File: src/core/ctw_pkg.sv
/*
  Constants shared by the core timer and watchdog: register offsets, field
  positions, reset values and timing counts.
  Assumes a 32-bit AXI4-Lite register bus and the oscillator as SYS_CLK.
*/
package ctw_pkg;
  // ==========================================================================
  // Register map
  localparam logic [7:0] CTW_OFF_COUNT = 8'h00;
  localparam logic [7:0] CTW_OFF_WDSEC = 8'h04;
  localparam logic [7:0] CTW_OFF_CTRL = 8'h08;
  localparam int CTW_ADDR_W = 8;
  // ==========================================================================
  // Watchdog and security register fields
  localparam int CTW_WD_CLEAR_POS = 0;
  localparam int CTW_WD_EXTRA_POS = 1;
  localparam int CTW_WD_PROTECT_POS = 7;
  // ==========================================================================
  // Timer control register fields
  localparam int CTW_CT_RATE_LO_POS = 0;
  localparam int CTW_CT_RATE_HI_POS = 1;
  localparam int CTW_CT_TICK_CLR_POS = 2;
  localparam int CTW_CT_OVF_CLR_POS = 3;
  localparam int CTW_CT_TICK_EN_POS = 4;
  localparam int CTW_CT_OVF_EN_POS = 5;
  localparam int CTW_CT_TICK_FLAG_POS = 6;
  localparam int CTW_CT_OVF_FLAG_POS = 7;
  localparam logic [1:0] CTW_RATE_RESET = 2'h3;
  // ==========================================================================
  // Timer structure
  localparam int CTW_PRESC_BITS = 3;
  localparam int CTW_CHAIN_BITS = 15;
  localparam int CTW_COUNT_BITS = 8;
  localparam int CTW_WD_STAGES = 4;
  // Chain bit k has a period of 2^(k+4) oscillator cycles
  localparam int CTW_TICK_BASE_BIT = 11;
  // ==========================================================================
  // Startup delay, in bus cycles and in oscillator cycles
  localparam int CTW_OSC_PER_BUS = 2;
  localparam int CTW_DELAY_SHORT_BUS = 16;
  localparam int CTW_DELAY_LONG_BUS = 4064;
  localparam int CTW_DELAY_SHORT_CYC = CTW_DELAY_SHORT_BUS * CTW_OSC_PER_BUS;
  localparam int CTW_DELAY_LONG_CYC = CTW_DELAY_LONG_BUS * CTW_OSC_PER_BUS;
  localparam int CTW_DELAY_BITS = 16;
  // ==========================================================================
  // AXI responses
  localparam logic [1:0] CTW_RESP_OKAY = 2'h0;
  localparam logic [1:0] CTW_RESP_SLVERR = 2'h2;

  typedef enum logic {CTW_ST_STARTUP, CTW_ST_RUN} ctw_state_t;
endpackage

File: src/core/ctw_core_timer.sv
/*
  Core timer with periodic tick and software watchdog, reached over
  AXI4-Lite. SYS_CLK is the oscillator clock. Option inputs are static
  settings on SYS_CLK; STOP_REQ is a one-cycle pulse from the processor.
*/
// The register offsets and register access over AXI4-Lite are this design's own decisions.
// Behaviour
// - Rate selector picks tick period 2^15..2^18
// - Selected tick clocks the watchdog stages
// - Reset sets both rate bits
// - Timeout seven and a half to eight tick periods
// - Divide-by-eight prescaler feeds 15-stage chain
// - Low eight stages readable, writes ignored
// - Chain cleared at power-on and delay end
// - Count step every eight oscillator cycles
// - Overflow event every 2048 oscillator cycles
// - Four watchdog stages, option enabled, reset MCU
// - Writing zero to clear bit restarts watchdog
// - Watchdog runs in run, wait, halt
// - Stop clears and gates the watchdog
// - Stop-to-halt option keeps watchdog on stop
// - Write-only code protect bit, sticky once set
// - Extra features bit drives one feature enable
// - Overflow flag sets on FF rollover, W1 clear
// - Tick flag sets on tick, W1 clear
`timescale 1ns/1ps
module ctw_core_timer
  import ctw_pkg::*;
#(
  parameter int STARTUP_LONG_CYCLES = CTW_DELAY_LONG_CYC
) (
  input wire logic SYS_CLK,
  input wire logic RESETN,
  input wire logic CE,
  input wire logic WDOG_ENABLE_OPTION,
  input wire logic STOP_TO_HALT_OPTION,
  input wire logic DELAY_LONG_OPTION,
  input wire logic STOP_REQ,
  input wire logic WAKE_REQ,
  output logic MCU_RESET_N,
  output logic CORE_OVF_IRQ,
  output logic TICK_IRQ,
  output logic CODE_PROTECT,
  output logic EXTRA_FEATURES,
  input wire logic [CTW_ADDR_W-1:0] S_AXI_AWADDR,
  input wire logic S_AXI_AWVALID,
  output logic S_AXI_AWREADY,
  input wire logic [31:0] S_AXI_WDATA,
  input wire logic [3:0] S_AXI_WSTRB,
  input wire logic S_AXI_WVALID,
  output logic S_AXI_WREADY,
  output logic [1:0] S_AXI_BRESP,
  output logic S_AXI_BVALID,
  input wire logic S_AXI_BREADY,
  input wire logic [CTW_ADDR_W-1:0] S_AXI_ARADDR,
  input wire logic S_AXI_ARVALID,
  output logic S_AXI_ARREADY,
  output logic [31:0] S_AXI_RDATA,
  output logic [1:0] S_AXI_RRESP,
  output logic S_AXI_RVALID,
  input wire logic S_AXI_RREADY
);
  // ==========================================================================
  // Declarations
  ctw_state_t state_reg, state_next;
  logic [CTW_DELAY_BITS-1:0] delay_reg, delay_next;
  logic [CTW_PRESC_BITS-1:0] presc_reg, presc_next;
  logic [CTW_CHAIN_BITS-1:0] chain_reg, chain_next;
  logic [1:0] rate_reg, rate_next;
  logic ovf_en_reg, ovf_en_next;
  logic tick_en_reg, tick_en_next;
  logic ovf_flag_reg, ovf_flag_next;
  logic tick_flag_reg, tick_flag_next;
  logic protect_reg, protect_next;
  logic extra_reg, extra_next;
  logic stopped_reg, stopped_next;
  logic ovf_irq_reg, tick_irq_reg;
  logic mcu_rst_n_reg;
  logic [CTW_ADDR_W-1:0] awaddr_reg, awaddr_next;
  logic aw_have_reg, aw_have_next;
  logic [31:0] wdata_reg, wdata_next;
  logic [3:0] wstrb_reg, wstrb_next;
  logic w_have_reg, w_have_next;
  logic bvalid_reg, bvalid_next;
  logic [1:0] bresp_reg, bresp_next;
  logic rvalid_reg, rvalid_next;
  logic [31:0] rdata_reg, rdata_next;
  logic [1:0] rresp_reg, rresp_next;
  logic wr_fire;
  logic wd_clear;
  logic wd_enable;
  logic wd_timeout;
  logic step;
  logic tick_toggle;
  logic tick_event;
  logic ovf_event;
  logic in_startup;
  logic [CTW_DELAY_BITS-1:0] delay_limit;
  logic [3:0] tick_bit;

  assign in_startup = (state_reg == CTW_ST_STARTUP);
  assign wr_fire = aw_have_reg && w_have_reg && !bvalid_reg;

  // ==========================================================================
  // Startup delay and MCU reset
  always_comb begin
    state_next = state_reg;
    delay_next = delay_reg;
    delay_limit = DELAY_LONG_OPTION ? CTW_DELAY_BITS'(STARTUP_LONG_CYCLES - 1)
                                    : CTW_DELAY_BITS'(CTW_DELAY_SHORT_CYC - 1);
    case (state_reg)
      CTW_ST_STARTUP: begin
        if (delay_reg >= delay_limit) begin
          state_next = CTW_ST_RUN;
          delay_next = '0;
        end else begin
          delay_next = delay_reg + 1'b1;
        end
      end
      CTW_ST_RUN: begin
        if (wd_timeout) begin
          state_next = CTW_ST_STARTUP;
          delay_next = '0;
        end
      end
      default: begin
        state_next = CTW_ST_STARTUP;
        delay_next = '0;
      end
    endcase
  end

  // ==========================================================================
  // Prescaler, counter chain and tick
  always_comb begin
    step = &presc_reg;
    presc_next = presc_reg + 1'b1;
    chain_next = step ? chain_reg + 1'b1 : chain_reg;
    if (in_startup && state_next == CTW_ST_RUN) begin
      presc_next = '0;
      chain_next = '0;
    end
    tick_bit = 4'(CTW_TICK_BASE_BIT) + {2'h0, rate_reg};
    tick_toggle = step && (chain_next[tick_bit] != chain_reg[tick_bit]);
    tick_event = tick_toggle && !chain_next[tick_bit];
    ovf_event = step && (&chain_reg[CTW_COUNT_BITS-1:0]);
  end

  // ==========================================================================
  // Control, flags and stop state
  always_comb begin
    rate_next = rate_reg;
    ovf_en_next = ovf_en_reg;
    tick_en_next = tick_en_reg;
    ovf_flag_next = ovf_flag_reg;
    tick_flag_next = tick_flag_reg;
    protect_next = protect_reg;
    extra_next = extra_reg;
    stopped_next = stopped_reg;
    wd_clear = 1'b0;
    if (wr_fire && wstrb_reg[0]) begin
      case (awaddr_reg)
        CTW_OFF_CTRL: begin
          rate_next = {wdata_reg[CTW_CT_RATE_HI_POS], wdata_reg[CTW_CT_RATE_LO_POS]};
          ovf_en_next = wdata_reg[CTW_CT_OVF_EN_POS];
          tick_en_next = wdata_reg[CTW_CT_TICK_EN_POS];
          if (wdata_reg[CTW_CT_OVF_CLR_POS]) begin
            ovf_flag_next = 1'b0;
          end
          if (wdata_reg[CTW_CT_TICK_CLR_POS]) begin
            tick_flag_next = 1'b0;
          end
        end
        CTW_OFF_WDSEC: begin
          wd_clear = !wdata_reg[CTW_WD_CLEAR_POS];
          extra_next = wdata_reg[CTW_WD_EXTRA_POS];
          protect_next = protect_reg | wdata_reg[CTW_WD_PROTECT_POS];
        end
        default: begin
          wd_clear = 1'b0;
        end
      endcase
    end
    if (ovf_event) begin
      ovf_flag_next = 1'b1;
    end
    if (tick_event) begin
      tick_flag_next = 1'b1;
    end
    if (STOP_REQ && !STOP_TO_HALT_OPTION) begin
      stopped_next = 1'b1;
    end else if (WAKE_REQ) begin
      stopped_next = 1'b0;
    end
    if (in_startup) begin
      rate_next = CTW_RATE_RESET;
      ovf_en_next = 1'b0;
      tick_en_next = 1'b0;
      ovf_flag_next = 1'b0;
      tick_flag_next = 1'b0;
      stopped_next = 1'b0;
      extra_next = 1'b0;
    end
  end

  assign wd_enable = WDOG_ENABLE_OPTION && !in_startup && !stopped_reg;

  // tick drives watchdog, sixteen half periods
  ctw_watchdog #(
    .STAGES(CTW_WD_STAGES)
  ) u_watchdog (
    .clk(SYS_CLK),
    .rst_n(RESETN),
    .ce(CE),
    .enable(wd_enable),
    .clr(wd_clear),
    .adv(tick_toggle),
    .timeout(wd_timeout)
  );

  // ==========================================================================
  // AXI4-Lite slave
  always_comb begin
    awaddr_next = awaddr_reg;
    aw_have_next = aw_have_reg;
    wdata_next = wdata_reg;
    wstrb_next = wstrb_reg;
    w_have_next = w_have_reg;
    bvalid_next = bvalid_reg;
    bresp_next = bresp_reg;
    rvalid_next = rvalid_reg;
    rdata_next = rdata_reg;
    rresp_next = rresp_reg;
    if (S_AXI_AWVALID && !aw_have_reg) begin
      awaddr_next = {S_AXI_AWADDR[CTW_ADDR_W-1:2], 2'h0};
      aw_have_next = 1'b1;
    end
    if (S_AXI_WVALID && !w_have_reg) begin
      wdata_next = S_AXI_WDATA;
      wstrb_next = S_AXI_WSTRB;
      w_have_next = 1'b1;
    end
    if (wr_fire) begin
      aw_have_next = 1'b0;
      w_have_next = 1'b0;
      bvalid_next = 1'b1;
      bresp_next = (awaddr_reg == CTW_OFF_COUNT || awaddr_reg == CTW_OFF_WDSEC ||
                    awaddr_reg == CTW_OFF_CTRL) ? CTW_RESP_OKAY : CTW_RESP_SLVERR;
    end
    if (bvalid_reg && S_AXI_BREADY) begin
      bvalid_next = 1'b0;
    end
    if (rvalid_reg && S_AXI_RREADY) begin
      rvalid_next = 1'b0;
    end else if (S_AXI_ARVALID && !rvalid_reg) begin
      rvalid_next = 1'b1;
      rresp_next = CTW_RESP_OKAY;
      rdata_next = 32'h0000_0000;
      case ({S_AXI_ARADDR[CTW_ADDR_W-1:2], 2'h0})
        CTW_OFF_COUNT: rdata_next[CTW_COUNT_BITS-1:0] = chain_reg[CTW_COUNT_BITS-1:0];
        CTW_OFF_WDSEC: rdata_next[CTW_WD_EXTRA_POS] = extra_reg;
        CTW_OFF_CTRL: begin
          rdata_next[CTW_CT_OVF_FLAG_POS] = ovf_flag_reg;
          rdata_next[CTW_CT_TICK_FLAG_POS] = tick_flag_reg;
          rdata_next[CTW_CT_OVF_EN_POS] = ovf_en_reg;
          rdata_next[CTW_CT_TICK_EN_POS] = tick_en_reg;
          rdata_next[CTW_CT_RATE_HI_POS] = rate_reg[1];
          rdata_next[CTW_CT_RATE_LO_POS] = rate_reg[0];
        end
        default: rresp_next = CTW_RESP_SLVERR;
      endcase
    end
  end

  // ==========================================================================
  // State registers
  always_ff @(posedge SYS_CLK) begin
    if (!RESETN) begin
      state_reg <= CTW_ST_STARTUP;
      delay_reg <= '0;
      presc_reg <= '0;
      chain_reg <= '0;
      rate_reg <= CTW_RATE_RESET;
      ovf_en_reg <= 1'b0;
      tick_en_reg <= 1'b0;
      ovf_flag_reg <= 1'b0;
      tick_flag_reg <= 1'b0;
      protect_reg <= 1'b0;
      extra_reg <= 1'b0;
      stopped_reg <= 1'b0;
      ovf_irq_reg <= 1'b0;
      tick_irq_reg <= 1'b0;
      mcu_rst_n_reg <= 1'b0;
      awaddr_reg <= '0;
      aw_have_reg <= 1'b0;
      wdata_reg <= '0;
      wstrb_reg <= '0;
      w_have_reg <= 1'b0;
      bvalid_reg <= 1'b0;
      bresp_reg <= CTW_RESP_OKAY;
      rvalid_reg <= 1'b0;
      rdata_reg <= '0;
      rresp_reg <= CTW_RESP_OKAY;
    end else if (CE) begin
      state_reg <= state_next;
      delay_reg <= delay_next;
      presc_reg <= presc_next;
      chain_reg <= chain_next;
      rate_reg <= rate_next;
      ovf_en_reg <= ovf_en_next;
      tick_en_reg <= tick_en_next;
      ovf_flag_reg <= ovf_flag_next;
      tick_flag_reg <= tick_flag_next;
      protect_reg <= protect_next;
      extra_reg <= extra_next;
      stopped_reg <= stopped_next;
      ovf_irq_reg <= ovf_flag_next && ovf_en_next;
      tick_irq_reg <= tick_flag_next && tick_en_next;
      mcu_rst_n_reg <= (state_next == CTW_ST_RUN);
      awaddr_reg <= awaddr_next;
      aw_have_reg <= aw_have_next;
      wdata_reg <= wdata_next;
      wstrb_reg <= wstrb_next;
      w_have_reg <= w_have_next;
      bvalid_reg <= bvalid_next;
      bresp_reg <= bresp_next;
      rvalid_reg <= rvalid_next;
      rdata_reg <= rdata_next;
      rresp_reg <= rresp_next;
    end
  end

  // ==========================================================================
  // Outputs
  assign MCU_RESET_N = mcu_rst_n_reg;
  assign CORE_OVF_IRQ = ovf_irq_reg;
  assign TICK_IRQ = tick_irq_reg;
  assign CODE_PROTECT = protect_reg;
  assign EXTRA_FEATURES = extra_reg;
  assign S_AXI_AWREADY = !aw_have_reg;
  assign S_AXI_WREADY = !w_have_reg;
  assign S_AXI_BVALID = bvalid_reg;
  assign S_AXI_BRESP = bresp_reg;
  assign S_AXI_ARREADY = !rvalid_reg;
  assign S_AXI_RVALID = rvalid_reg;
  assign S_AXI_RDATA = rdata_reg;
  assign S_AXI_RRESP = rresp_reg;
endmodule

File: src/core/ctw_watchdog.sv
/*
  Watchdog stages: a small binary counter advanced by each transition of the
  selected tick stage; a pulse leaves when all stages roll over.
  Assumes ADV and CLR come from logic on the same clock.
*/
`timescale 1ns/1ps
module ctw_watchdog #(
  parameter int STAGES = 4
) (
  input wire logic clk,
  input wire logic rst_n,
  input wire logic ce,
  input wire logic enable,
  input wire logic clr,
  input wire logic adv,
  output logic timeout
);
  logic [STAGES-1:0] count_reg;
  logic [STAGES-1:0] count_next;
  logic timeout_reg;
  logic timeout_next;

  always_comb begin
    count_next = count_reg;
    timeout_next = 1'b0;
    if (clr || !enable) begin
      count_next = '0;
    end else if (adv) begin
      count_next = count_reg + 1'b1;
      timeout_next = &count_reg;
    end
  end

  always_ff @(posedge clk) begin
    if (!rst_n) begin
      count_reg <= '0;
      timeout_reg <= 1'b0;
    end else if (ce) begin
      count_reg <= count_next;
      timeout_reg <= timeout_next;
    end
  end

  assign timeout = timeout_reg;
endmodule

File: config.mk
export PLATFORM = sky130hd
export DESIGN_NAME = ctw_core_timer
export DESIGN_NICKNAME = d
export VERILOG_FILES = /design/src/core/ctw_pkg.sv /design/src/core/ctw_core_timer.sv /design/src/core/ctw_watchdog.sv
export SDC_FILE = /design/constraint.sdc
export NUM_CORES = 1
export LEC_CHECK = 0
export ABC_AREA = 0
export BUFFER_PORTS_ARGS = -buffer_cell sky130_fd_sc_hd__buf_2
export CAP_MARGIN = 15
export CORE_AREA = 2 2 134 136
export CTS_CLUSTER_SIZE = 25
export DETAILED_ROUTE_END_ITERATION = 12
export DIE_AREA = 0 0 136 138
export PLACE_DENSITY = 0.5
export SLEW_MARGIN = 20
export SYNTH_ARGS = -nofsm -noshare
export SYNTH_HDL_FRONTEND = slang
export SYNTH_HIERARCHICAL = 1
export SYNTH_SLANG_ARGS = --single-unit
File: constraint.sdc
create_clock -name SYS_CLK -period 2.75 [get_ports SYS_CLK]
set_input_delay 0.4125 -clock SYS_CLK [delete_from_list [all_inputs] [get_ports SYS_CLK]]
set_output_delay 0.4125 -clock SYS_CLK [all_outputs]
set_load 0.05 [all_outputs]
Word level (Yosys, flattened, before mapping) --
Index checks and enable logic that the tools add are counted.
Storage, ports and cells: memory bits (writable) 0, output and inout bits 46, bits of input ports 65, register bits 82, bits in latches 0, logic and storage cells 159, bits in read-only memories 0, memories 0
Cells by class: multiplexer cells 59, add/subtract/negate cells 5, order comparisons 2, bitwise operators 3, multipliers 0, equal/unequal tests 10, divide/modulo/power cells 0, shift operators 0, reduce and logical (&&, ||, !) cells 54
Operators with widths (number):
- $mux 1 | 38
- $mux 16 | 2
- $pmux 16 s2 | 1
- $mux 15 | 2
- $reduce_and 2->1 | 10
- $logic_and 1x1->1 | 17
- $add 16x1->16 const B | 1
- $ge 16x13->1 | 1
- $add 15x1->15 const B | 1
- $reduce_and 3->1 | 5
- $mux 13 | 1
- $eq 6x1->1 const B | 2
- $eq 6x2->1 const B | 2
- $mux 2 | 6
- $reduce_bool 2->1 | 5
- $logic_not 1->1 | 9
- $bmux 1 s4 | 2
- $logic_not 8->1 | 1
- $mux 4 | 2
- $ne 2x1->1 const B | 4
- $pmux 4 s2 | 1
- $reduce_and 8->1 | 1
- $logic_not 6->1 | 1
- $lt 4x5->1 const B | 1
- 13 further kinds | 17

Longest topological paths before layout --
depth in word-level cells 14, mapped depth 13, depth with buffers taken out 12

Modules after synthesis --
The synthesis kept the hierarchy.
Modules (own cells, without submodules):
- ctw_core_timer | cells an instance 482, area each 4141.5 um2, sequential area each 1481.4 um2, instances 1
- ctw_watchdog | cells an instance 31, area each 262.8 um2, sequential area each 100.1 um2, instances 1

Worst setup path before layout --
Ideal clock, no wire load.
path kind input port to flip-flop, start in DELAY_LONG_OPTION, end reg u_watchdog.count_reg[3], data arrival time 2.786 ns, library setup time 0.120 ns, path buffers 0, data required time 2.630 ns, stages 12, slack -0.156 ns, path through inv_1 > ha_1 > and4_1 > a211oi_1 > o221a_4 > nor2_4 > nor4_4 > and3_1 > o21a_1 > nand4_1 > and3_1 > o31a_1
Between the ends: cells in the longest elaborated chain, start to end 12
RTL lines:
- from (decl) | line ctw_core_timer.sv:37 | input wire logic DELAY_LONG_OPTION,
- $mux 13 | line ctw_core_timer.sv:109 | delay_limit = DELAY_LONG_OPTION ? CTW_DELAY_BITS'(STARTUP_LONG_CYCLES - 1)
- $ge 16x13->1 | line ctw_core_timer.sv:113 | if (delay_reg >= delay_limit) begin
- $mux 1 | line ctw_core_timer.sv:113
- $pmux 1 s2 | line ctw_core_timer.sv:111 | case (state_reg)
- $logic_and 1x1->1 | line ctw_core_timer.sv:139 | if (in_startup && state_next == CTW_ST_RUN) begin
- $mux 15 | line ctw_core_timer.sv:139
- $bmux 1 s4 | line ctw_core_timer.sv:144 | tick_toggle = step && (chain_next[tick_bit] != chain_reg[tick_bit]);
- $mux 1 (not written as such) | line ctw_core_timer.sv:144
- $ne 1x1->1 | line ctw_core_timer.sv:144
- $logic_and 1x1->1 | line ctw_core_timer.sv:144
- named net tick_toggle | line ctw_core_timer.sv:94 | logic tick_toggle;
- $reduce_bool 2->1 (no source line)
- $reduce_and 2->1 (no source line)
- to (signal assigned) | line ctw_watchdog.sv:39 | count_reg <= count_next;
- to (decl) | line ctw_watchdog.sv:18 | logic [STAGES-1:0] count_reg;
The timed path passes the listed nets, and every way through them passes these cells. The select of a mux whose other input is x is not followed. A chain may end at the register's enable or synchronous reset.

Worst setup path after layout --
start reg delay_reg[12], end reg u_watchdog.count_reg[3]
Between the ends: cells in the longest elaborated chain, start to end 11
RTL lines:
- from (decl) | line ctw_core_timer.sv:66 | logic [CTW_DELAY_BITS-1:0] delay_reg, delay_next;
- from (signal assigned) | line ctw_core_timer.sv:306 | delay_reg <= delay_next;
- $ge 16x13->1 | line ctw_core_timer.sv:113
- $mux 1 | line ctw_core_timer.sv:113
- $pmux 1 s2 | line ctw_core_timer.sv:111
- $logic_and 1x1->1 | line ctw_core_timer.sv:139
- $mux 15 | line ctw_core_timer.sv:139
- $bmux 1 s4 | line ctw_core_timer.sv:144
- $mux 1 (not written as such) | line ctw_core_timer.sv:144
- $ne 1x1->1 | line ctw_core_timer.sv:144
- $logic_and 1x1->1 | line ctw_core_timer.sv:144
- named net tick_toggle | line ctw_core_timer.sv:94
- $reduce_bool 2->1 (no source line)
- $reduce_and 2->1 (no source line)
The timed path passes the listed nets, and every way through them passes these cells. The select of a mux whose other input is x is not followed.

==> metrics.yaml <==
critical_path.max_fanout: 4
fp.dieW_um: 136
final_cells: 823
synth_seq_cells: 79
synth-edff-count: 0
synth_ff_type: "dfxtp_1"
worst_slew_pin_slew_ps: 846
max-cap-violations: 0
finalCritPeriodShare_pct: 97.7
drcViolationCount: 0
timing.final.max_slew_violations: 0
io_pins: 111
drt_iter0_markers: 154
clk_latency_ps: 340
port_buffers: 52
htreeDepth: 3
p_per_area_nw_per_um2: 487
grt_use_total_pct: 12.0
cts-buffers-inserted: 9
final_antenna_net_count: 0
ys_types: 62
yosys-top-cells-area: "dfxtp_1 (36%), nor2b_1 (6.4%), buf_4 (4.4%)"
grtUsageMet1_pct: 15.6
largest_reg_flops: 16
yosys_warnings: 6
whs_ps: 333
num_vias: 3823
grt_overflow: 0
drive_gt1_share_pct: 24.6
antenna_found_initial: 0
period_minus_slack_ps: 2690
hpwlAfterDp_um: 8030
slew_headroom_pct: 43.6
crit_type: "reg2reg"
cts_hold_buf: 0
fill_cells: 1860
cp-start-kind: "flip-flop"
synth-seq-area-share_pct: 35.9
path_clk_slew_ps: 60
hold_viol: 0
fin_nets: 667
cts_tree: "built"
routedWlPerCell_um: 13.3
fmax_mhz: 372
start_util_pct: 25.1
finalClockSkew_ps: 11.9
synth_top_area_share_pct: 35.9
leakage_uw: 0.00219
outcome: "completed"
dr.pass1.iters: 4
yosys.area.top_type: "dfxtp_1"
hp-class: "in2reg"
insertedDiodeCount: 0
grt_pass1_wl_um: 18300
gr-usage-met3_pct: 2.38
grt_max_degree: 51
gp_congestion: 0.859
required_ps: 2970
placedCellCount: 804
cts_sinks: 79
setup_violations: 0
ir_worst_vdd_mv: 0.211
viasPerCell: 4.65
fp-row-count: 49
die_y_um: 138
async_reset_ff_share_pct: 0
syn_area_um2: 4400
grtUsageMet2_pct: 19.4
synthCells: 513
core_um2: 17500
rsz0062_at_grt: "yes"
clockRootBuffer: "clkbuf_16"
die_area_um2: 18800
wl_um: 10900
grt_pass1_vias: 3686
critPathCaptureType: "flip-flop"
top_usage_layer: "met2"
area_growth_pct: 23.6
arrival_ps: 2910
avgSynthCellArea_um2: 8.59
clockBufferDepth: 2
==> stage by stage <==
stage	utilization [%]	area, um^2	total power [uW]	setup slack, ps	TNS [ps]
5_1_grt	31.0	5440	2760	-103	-103
6_report	31.0	5440	2650	62.2	0
4_1_cts	30.7	5390	2680	13.4	0
3_3_place_gp	28.7	5030	1450	-145	-438
2_1_floorplan	-	4530	1420	3.02	0
3_5_place_dp	28.7	5030	1460	-245	-959
==> path summary, 6_finish.rpt <==
check / end / slack (ps) / from / depth (start not counted)
setup / recovery: u_watchdog/count_reg[3] / 60 / delay_reg[12] / 11
hold reg to reg: CORE_OVF_IRQ / 480 / CORE_OVF_IRQ / 2
setup reg to reg: u_watchdog/count_reg[3] / 60 / delay_reg[12] / 11
hold / removal: w_have_reg / 330 / S_AXI_WVALID / 3
==> cell usage after synthesis (15+ instances only) <==
cell,n
mux2i_1,17
buf_4,26
dfxtp_1,79
nand3_1,17
inv_1,15
clkbuf_1,16
o21ai_0,17
nor2_1,32
nand2_1,50
nor2b_1,45
a21oi_1,22
nor3_1,15
==> cell type report <==
| cell class | instances | area [um^2] | share of cell area (%) |
|---|---|---|---|
| Multi-Input combinational cell | 395 | 2670 | 49.0 |
| Sequential cell | 79 | 1590 | 29.1 |
| Timing Repair Buffer | 89 | 546 | 10.0 |
| Tap cell | 229 | 287 | 5.26 |
| Clock buffer | 11 | 243 | 4.46 |
| Inverter | 15 | 60.1 | 1.10 |
| Clock inverter | 5 | 56.3 | 1.03 |
==> logic make-up (layout without fill, tap and decap cells) <==
logic type | Yosys count | count (layout) | synth area share (%)
AND/OR/NAND/NOR | 216 | 216 | 28.2
AO/OA/AOI/OAI | 101 | 101 | 15.3
flip-flops | 79 | 79 | 35.9
buffers and inverters | 64 | 120 | 7.87
multiplexers | 24 | 24 | 5.91
XOR/XNOR | 15 | 15 | 2.98
adder cells (fa/ha/maj) | 13 | 13 | 3.69
other | 1 | 26 | 0.0851
==> layer usage <==
| layer | vias to the layer above | part of all wire, % |
|---|---|---|
| li1 | 1919 | - |
| met1 | 1805 | 46 |
| met3 | 15 | 4.1 |
| met4 | 0 | 1.7 |
| met2 | 84 | 48 |
| met5 | - | 0 |
==> placed cells by master (no fill, tap or decap), drive strengths merged, types with 18 or more instances in the layout <==
cell type	n
buf	89
dfxtp	79
nand2	51
nor2b	45
nor2	33
conb	26
a21oi	23
o21ai	21
nand3	18
==> where the power goes <==
part | total (uW) | leakage (uW) | internal [uW] | switching, uW
Combinational | 254 | 0.00141 | 72.4 | 182
Sequential | 1180 | 0.000641 | 1160 | 15.0
Clock | 1220 | 0.000146 | 729 | 490
==> what timing repair did <==
item,in CTS,in global routing
hold endpoints to repair,0,0
gates cloned,0,0
setup endpoints to repair,5,5
pin swaps,9,7
gates resized for setup,12,12
setup buffers,2,1
==> worst max-delay path, stage by stage (launching register included) <==
cell	delay, ps
dfxtp_1	340
ha_1	190
or4_4	410
a21oi_2	160
o221a_4	220
nor2_4	40
nor4_4	300
and3_1	190
o21a_1	190
nand4_1	120
and3_1	170
o31a_1	230
Power figures use the tool's default switching activity.
